### src/ccrg_map.svh
// constants for the control cell reply generator
`ifndef CCRG_MAP_SVH
`define CCRG_MAP_SVH
`define CMD_INTR        8'h00
`define CMD_UB_READ     8'h03
`define CMD_STATUS      8'h05
`define CMD_ADDR_CHG    8'h06
`define CTRL_ADDR_RST   8'h1F
`define REPLY_VCI_MID   8'h02
`define ZERO_BYTE       8'h00
`define ZERO_NIB        4'h0
`define BYTE_VCI_MID    6'h02
`define BYTE_CMD        6'h05
`define BYTE_DATA1      6'h06
`define BYTE_DATA2      6'h07
`define LAST_NIB        7'h69
`define NIB_ONE         7'h01
`define INT_FLAG_BIT    7
`endif

### src/ccrg_pkg.sv
// types for the control cell reply generator
package ccrg_pkg;
    typedef enum logic [1:0] {
        IDLE,
        READ_WAIT,
        FRAME,
        SEND
    } state_t;
endpackage

### src/control_cell_reply_generator.sv
// reply cell builder and control cell address holder
`timescale 1ns/10ps
`default_nettype none
`include "ccrg_map.svh"
module control_cell_reply_generator #(
    parameter logic [7:0] REVISION = 8'h01 // arbitrary value
) (
    input  wire logic       clk,
    input  wire logic       sys_rst,
    input  wire logic       cmd_valid,
    input  wire logic [7:0] cmd_byte,
    input  wire logic [7:0] first_argument_byte,
    input  wire logic [7:0] second_argument_byte,
    input  wire logic       rd_done,
    input  wire logic [7:0] rd_data,
    input  wire logic       phy_interrupt_in,
    input  wire logic [7:0] hdr_vci_low,
    output logic            cmd_ready,
    output logic            rd_req,
    output logic      [7:0] rd_addr,
    output logic      [7:0] ctrl_addr,
    output logic            ctrl_match,
    output logic            cell_frm,
    output logic            cell_valid,
    output logic      [3:0] cell_nib
);
    ccrg_pkg::state_t state;      // sequencer state
    ccrg_pkg::state_t next_state; // next sequencer state
    logic       int_prev;         // last interrupt level
    logic       int_pend;         // interrupt cell owed
    logic [7:0] cmd_b;            // reply byte 5
    logic [7:0] d1_b;             // reply byte 6
    logic [7:0] d2_b;             // reply byte 7
    logic [6:0] nib_cnt;          // next nibble to send
    logic [6:0] out_idx;          // nibble now on cell_nib

    // decode of the accepted command
    wire        take_cmd  = cmd_valid && cmd_ready;
    wire        is_read   = take_cmd && (cmd_byte == `CMD_UB_READ);
    wire        is_stat   = take_cmd && (cmd_byte == `CMD_STATUS);
    wire        is_chg    = take_cmd && (cmd_byte == `CMD_ADDR_CHG);
    wire        int_rise  = phy_interrupt_in && !int_prev;
    // interrupt cell only when no command claims the idle slot
    wire        take_int  = (state == ccrg_pkg::IDLE) && int_pend
                            && !take_cmd;
    // status byte: interrupt level now, low bits zero
    wire [7:0]  stat_b    = {phy_interrupt_in, 7'h00};
    // byte and nibble select for the outgoing cell
    wire [5:0]  byte_idx  = nib_cnt[6:1];
    wire [7:0]  cur_byte  =
        (byte_idx == `BYTE_VCI_MID) ? `REPLY_VCI_MID :
        (byte_idx == `BYTE_CMD)     ? cmd_b :
        (byte_idx == `BYTE_DATA1)   ? d1_b :
        (byte_idx == `BYTE_DATA2)   ? d2_b :
        `ZERO_BYTE;
    wire [3:0]  cur_nib   = nib_cnt[0] ? cur_byte[3:0] : cur_byte[7:4];
    wire        last_nib  = (nib_cnt == `LAST_NIB);

    // sequencer next state
    always_comb
    begin
        next_state = state;
        unique case (state)
            // an address change never leaves idle, so no cell follows it
            ccrg_pkg::IDLE:
                if (is_read)
                    next_state = ccrg_pkg::READ_WAIT;
                else if (is_stat || take_int)
                    next_state = ccrg_pkg::FRAME;
            ccrg_pkg::READ_WAIT:
                if (rd_done)
                    next_state = ccrg_pkg::FRAME;
            ccrg_pkg::FRAME:
                next_state = ccrg_pkg::SEND;
            ccrg_pkg::SEND:
                if (last_nib)
                    next_state = ccrg_pkg::IDLE;
        endcase
    end

    // state register and command acceptance
    always_ff @(posedge clk or posedge sys_rst)
    begin
        if (sys_rst)
        begin
            state     <= ccrg_pkg::IDLE;
            cmd_ready <= 1'b0;
        end
        else
        begin
            state     <= next_state;
            // ready is registered, so a command taken the cycle an interrupt turns pending wins the tie
            cmd_ready <= (next_state == ccrg_pkg::IDLE) && !int_pend;
        end
    end

    // interrupt edge catch; a new edge beats the clear
    always_ff @(posedge clk or posedge sys_rst)
    begin
        if (sys_rst)
        begin
            int_prev <= 1'b0;
            int_pend <= 1'b0;
        end
        else
        begin
            int_prev <= phy_interrupt_in;
            if (int_rise)
                int_pend <= 1'b1;
            else if (take_int)
                int_pend <= 1'b0;
        end
    end

    // control cell address, only one address is ever filtered
    always_ff @(posedge clk or posedge sys_rst)
    begin
        if (sys_rst)
        begin
            ctrl_addr  <= `CTRL_ADDR_RST;
            ctrl_match <= 1'b0;
        end
        else
        begin
            if (is_chg)
                ctrl_addr <= first_argument_byte;
            ctrl_match <= (hdr_vci_low == ctrl_addr);
        end
    end

    // peripheral read request, held until the data returns
    always_ff @(posedge clk or posedge sys_rst)
    begin
        if (sys_rst)
        begin
            rd_req  <= 1'b0;
            rd_addr <= `ZERO_BYTE;
        end
        else if (is_read)
        begin
            rd_req  <= 1'b1;
            rd_addr <= first_argument_byte;
        end
        else if (rd_done)
            rd_req  <= 1'b0;
    end

    // reply content captured at build time
    always_ff @(posedge clk or posedge sys_rst)
    begin
        if (sys_rst)
        begin
            cmd_b <= `ZERO_BYTE;
            d1_b  <= `ZERO_BYTE;
            d2_b  <= `ZERO_BYTE;
        end
        else if (is_read)
        begin
            cmd_b <= cmd_byte;
            d1_b  <= first_argument_byte;
        end
        else if (state == ccrg_pkg::READ_WAIT && rd_done)
            d2_b  <= rd_data;
        else if (is_stat || take_int)
        begin
            cmd_b <= is_stat ? cmd_byte : `CMD_INTR;
            d1_b  <= stat_b;
            d2_b  <= REVISION;
        end
    end

    // cell output: frame marker one cycle ahead of nibble 0
    always_ff @(posedge clk or posedge sys_rst)
    begin
        if (sys_rst)
        begin
            cell_frm   <= 1'b0;
            cell_valid <= 1'b0;
            cell_nib   <= `ZERO_NIB;
            nib_cnt    <= 7'h00;
            out_idx    <= 7'h00;
        end
        else
        begin
            cell_frm   <= (state == ccrg_pkg::FRAME);
            cell_valid <= (state == ccrg_pkg::SEND);
            cell_nib   <= (state == ccrg_pkg::SEND) ? cur_nib : `ZERO_NIB;
            out_idx    <= nib_cnt;
            // counter runs only while nibbles leave
            if (state == ccrg_pkg::SEND)
                nib_cnt <= last_nib ? 7'h00 : nib_cnt + `NIB_ONE;
        end
    end

    // checks on the reply stream and the command effects
    hdr_zero_a: assert property (@(posedge clk) disable iff (sys_rst)
        cell_valid && out_idx < 7'h04 |-> cell_nib == 4'h0)
        else $error("header nibble not zero");
    vci_mid_a: assert property (@(posedge clk) disable iff (sys_rst)
        cell_valid && out_idx == 7'h05 |-> cell_nib == 4'h2)
        else $error("vci nibble wrong");
    pti_clp_a: assert property (@(posedge clk) disable iff (sys_rst)
        cell_valid && out_idx == 7'h07 |-> cell_nib == 4'h0)
        else $error("pti or clp not zero");
    hec_zero_a: assert property (@(posedge clk) disable iff (sys_rst)
        cell_valid && (out_idx == 7'h08 || out_idx == 7'h09)
        |-> cell_nib == 4'h0)
        else $error("hec not zero");
    pad_zero_a: assert property (@(posedge clk) disable iff (sys_rst)
        cell_valid && out_idx >= 7'h10 |-> cell_nib == 4'h0)
        else $error("padding not zero");
    cmd_echo_a: assert property (@(posedge clk) disable iff (sys_rst)
        cell_valid && out_idx == 7'h0A |-> cell_nib == cmd_b[7:4])
        else $error("command echo wrong");
    addr_chg_a: assert property (@(posedge clk) disable iff (sys_rst)
        is_chg |=> ctrl_addr == $past(first_argument_byte))
        else $error("address not replaced");
    no_reply_a: assert property (@(posedge clk) disable iff (sys_rst)
        is_chg |=> !cell_frm [*3])
        else $error("reply after address change");
    filter_a: assert property (@(posedge clk) disable iff (sys_rst)
        ##1 ctrl_match == ($past(hdr_vci_low) == $past(ctrl_addr)))
        else $error("filter match wrong");
    read_req_a: assert property (@(posedge clk) disable iff (sys_rst)
        is_read |=> rd_req && rd_addr == $past(first_argument_byte))
        else $error("read not requested");
    status_a: assert property (@(posedge clk) disable iff (sys_rst)
        is_stat |-> ##2 cell_frm ##1 cell_valid [*8])
        else $error("status cell missing");
    int_cell_a: assert property (@(posedge clk) disable iff (sys_rst)
        take_int |=> cmd_b == 8'h00 && d2_b == REVISION ##1 cell_frm)
        else $error("interrupt cell wrong");
    stat_bit_a: assert property (@(posedge clk) disable iff (sys_rst)
        is_stat |=> d1_b == {$past(phy_interrupt_in), 7'h00})
        else $error("status bit wrong");
    read_data_a: assert property (@(posedge clk) disable iff (sys_rst)
        state == ccrg_pkg::READ_WAIT && rd_done |=> d2_b == $past(rd_data))
        else $error("read data wrong");
    cov_read_c: cover property (@(posedge clk) is_read ##[1:50] cell_frm);
    cov_stat_c: cover property (@(posedge clk) is_stat ##2 cell_frm);
    cov_int_c: cover property (@(posedge clk) take_int ##2 cell_frm);
    cov_chg_c: cover property (@(posedge clk) is_chg ##1 ctrl_match);
endmodule
`default_nettype wire

### config.mk
export PLATFORM = sky130hd
export DESIGN_NAME = control_cell_reply_generator
export DESIGN_NICKNAME = d
export VERILOG_FILES = /design/src/ccrg_pkg.sv /design/src/control_cell_reply_generator.sv
export VERILOG_INCLUDE_DIRS = /design/src
export SDC_FILE = /design/constraint.sdc
export NUM_CORES = 1
export LEC_CHECK = 0
export ABC_AREA = 1
export BUFFER_PORTS_ARGS = -buffer_cell sky130_fd_sc_hd__buf_2
export CORE_MARGIN = 2
export CORE_UTILIZATION = 23
export DETAILED_ROUTE_END_ITERATION = 16
export GPL_ROUTABILITY_DRIVEN = 0
export PLACE_DENSITY = 0.38
export SYNTH_ARGS = -nofsm -noshare
export SYNTH_HDL_FRONTEND = slang
export SYNTH_SLANG_ARGS = --single-unit
### constraint.sdc
create_clock -name clk -period 3.25 [get_ports clk]
set_input_delay 0.4875 -clock clk [delete_from_list [all_inputs] [get_ports clk]]
set_output_delay 0.4875 -clock clk [all_outputs]
set_load 0.005 [all_outputs]
==> results.ini <==
[routing]
wirelength_um = 7330
drtAntennaViolNets = 0
post_drt_wl_per_cell_um = 12.2
route.detailed.drc = 0
firstDrtPassIters = 4
drt-vias-per-instance = 3.99
via_count = 2396
drtIter0Drc = 84

[cells_and_area]
final_layout_size_suffix_gt1_share_pct = 25.9
num_antenna_cells = 0
area_growth_pct = 27.1
layout.nets = 471

[synth]
synth-seq-cells = 60
synth_warnings = 0
synth_edf_count = 0
yosys_most_used_dff = dfrtp_1
yosysTopAreaCell = dfrtp_1
synthCells = 355
netlist_area_mm2 = 0.00290
seq_area_frac_synth_pct = 52.0
syn_area_per_cell_um2 = 8.17
syn_nets = 402
async_flop_share_pct = 100
yosysTopAreaCellShare_pct = 47.5
ys_top_cells_by_area = dfrtp_1, nand2_1, nand3_1
synth.distinct_cells = 29

[cts]
cts_resized = 0
ctsRootBufferMaster = clkbuf_16
insertion_delay_ps = 330
holdBufCountCts = 0
clk_pin_slew_ps = 50
cts_setup_buffers = 0
cts_tree = done
h-tree-depth = 3
cts_buffers = 9
cts.sink_count = 60
clockBufferDepth = 2

[global_route]
grt_antenna_before_repair = 0
grt_max_degree = 33
grt-ovfl-total = 0
grt_pass1_wl_um = 12400
first_global_vias = 2466
grt_use_total_pct = 12.2

[pwr]
ir_drop_mv = 0.277
powerDensity_mw_per_mm2 = 636
power.leakage_nw = 2.05
power_mw = 2.35

[place]
hpwlAfterDp_um = 5490
port_buffers = 61

[critical_path]
critPathKind = register to register
worstPathRequired_ps = 3510
crit_arrival_ps = 1920
crit_fanout = 16
ff2ff_setup_slack_ps = 1590
r2r-start = nib_cnt[0]
critPathLaunchType = register
endpoint_kind = register
r2r_cells = 7
r2r_end = cmd_ready

[timing]
fin_crit_sh_pct = 51.1
worst_slew_pin_slew_ps = 711
setup-violations-final = 0
final_max_slew_viol_count = 0
fin_crit_ps = 1660
fin_tns_setup_ps = 0
hold_violations = 0
fmax_mhz = 603
relSlewSlack_pct = 52.5
rsz0062_at_grt = false
fin_skew_ps = 2.62

[run]
maxCapViolations = 0

[floorplanning]
die_w_um = 116
die_area_mm2 = 0.0135
fp.dieH_um = 116
pin_count = 70
core_mm2 = 0.0125
start_util_pct = 23.3
core.rowCount = 41

[run_status]
status = completed

[hold_path]
worstHoldPathType = primary input to async pin

report_power, final:
part	leakage [nW]	switching, mW	internal, mW
logic	1.14	0.289	0.169
clock network	0.139	0.340	0.589
registers	0.764	0.109	0.849
stage by stage:
step                area (um2)  worst slack, ps  util [%]  instances  hold slack (ps)
CTS                       3690             1540      29.6        601              282
global placement          3400             1300      27.3        585              412
finish                    3690             1590      29.6        601              272
floorplan                 2900             1290         -        355              400
global route              3690             1410      29.6        601              282
detailed placement        3400             1270      27.3        585              418
area by class of cell:
| class | instances | area, um2 |
|---|---|---|
| fillers | 1372 | 8780 |
| flip-flops and latches | 60 | 1510 |
| multi-input cells | 247 | 1190 |
| repair buffers | 65 | 335 |
| clock buffers | 11 | 233 |
| well taps | 172 | 215 |
| inverters | 41 | 155 |
| clock inverters | 5 | 52.6 |
cell usage in the layout, fill, tap and decap left out, drive strengths merged:
cell	count
xnor2	8
a21o	1
ha	2
xor2	2
or2	1
a21oi	3
buf	65
nand2	126
clkinvlp	1
clkinv	4
inv	40
nor2	41
nand3	35
dfstp	5
nor3	4
clkbuf	11
o21ai	16
nand4	6
bufinv	1
o22ai	1
dfrtp	55
nand3b	1
cell usage after synthesis, types with 3 or more instances:
| cell | count |
|---|---|
| o21ai_0 | 8 |
| a21oi_1 | 3 |
| o21ai_2 | 8 |
| nor2_1 | 36 |
| nand2_1 | 123 |
| nor3_2 | 3 |
| nand3_1 | 34 |
| inv_1 | 37 |
| buf_2 | 4 |
| nand2_2 | 3 |
| dfrtp_1 | 55 |
| nand4_1 | 4 |
| xnor2_1 | 8 |
| dfstp_2 | 5 |
| inv_2 | 3 |
| nor2_2 | 3 |
worst max-delay path by stage:
stage | start | to | cells past startpoint
after CTS | nib_cnt[0] | cmd_ready | 7
after floorplan | sys_rst | cell_frm | 1
final | nib_cnt[0] | cmd_ready | 7
after global placement | cmd_byte[5] | cmd_b[4] | 7
after global routing | nib_cnt[0] | cmd_ready | 7
after detailed placement | cmd_byte[5] | cmd_b[3] | 7
sequential cells by signal, indices dropped and copies added (netlist names):
register	cells
cell_valid	1
rd_addr	8
state	2
cmd_ready	1
d1_b	8
ctrl_match	1
rd_req	1
d2_b	8
nib_cnt	7
cell_nib	4
int_prev	1
int_pend	1
ctrl_addr	8
cell_frm	1
cmd_b	8
logic make-up (layout without fill, tap and decap cells):
kind of cell / Yosys count / count (layout) / share of synthesized area, %
AND/OR/NAND/NOR: 214 / 214 / 32.3
flip-flops: 60 / 60 / 52.0
buffers and inverters: 48 / 122 / 7.07
AO/OA/AOI/OAI: 21 / 21 / 4.79
XOR/XNOR: 10 / 10 / 3.02
adder cells (fa/ha/maj): 2 / 2 / 0.863
metal layers:
metal	wire length (um)	track usage, %	vias up
met5	0	0	-
met4	172	6.67	0
met3	374	3.06	14
met2	3220	18.8	51
met1	3560	15.7	1084
li1	-	-	1247
critical path: stages (launching register included):
cell and delay, ps:
dfrtp_1 720, ha_1 240, nand2_1 50, inv_1 80
nand4_2 190, nand2_1 140, nand3b_1 80, nor2_1 100
Power figures use the tool's default switching activity.
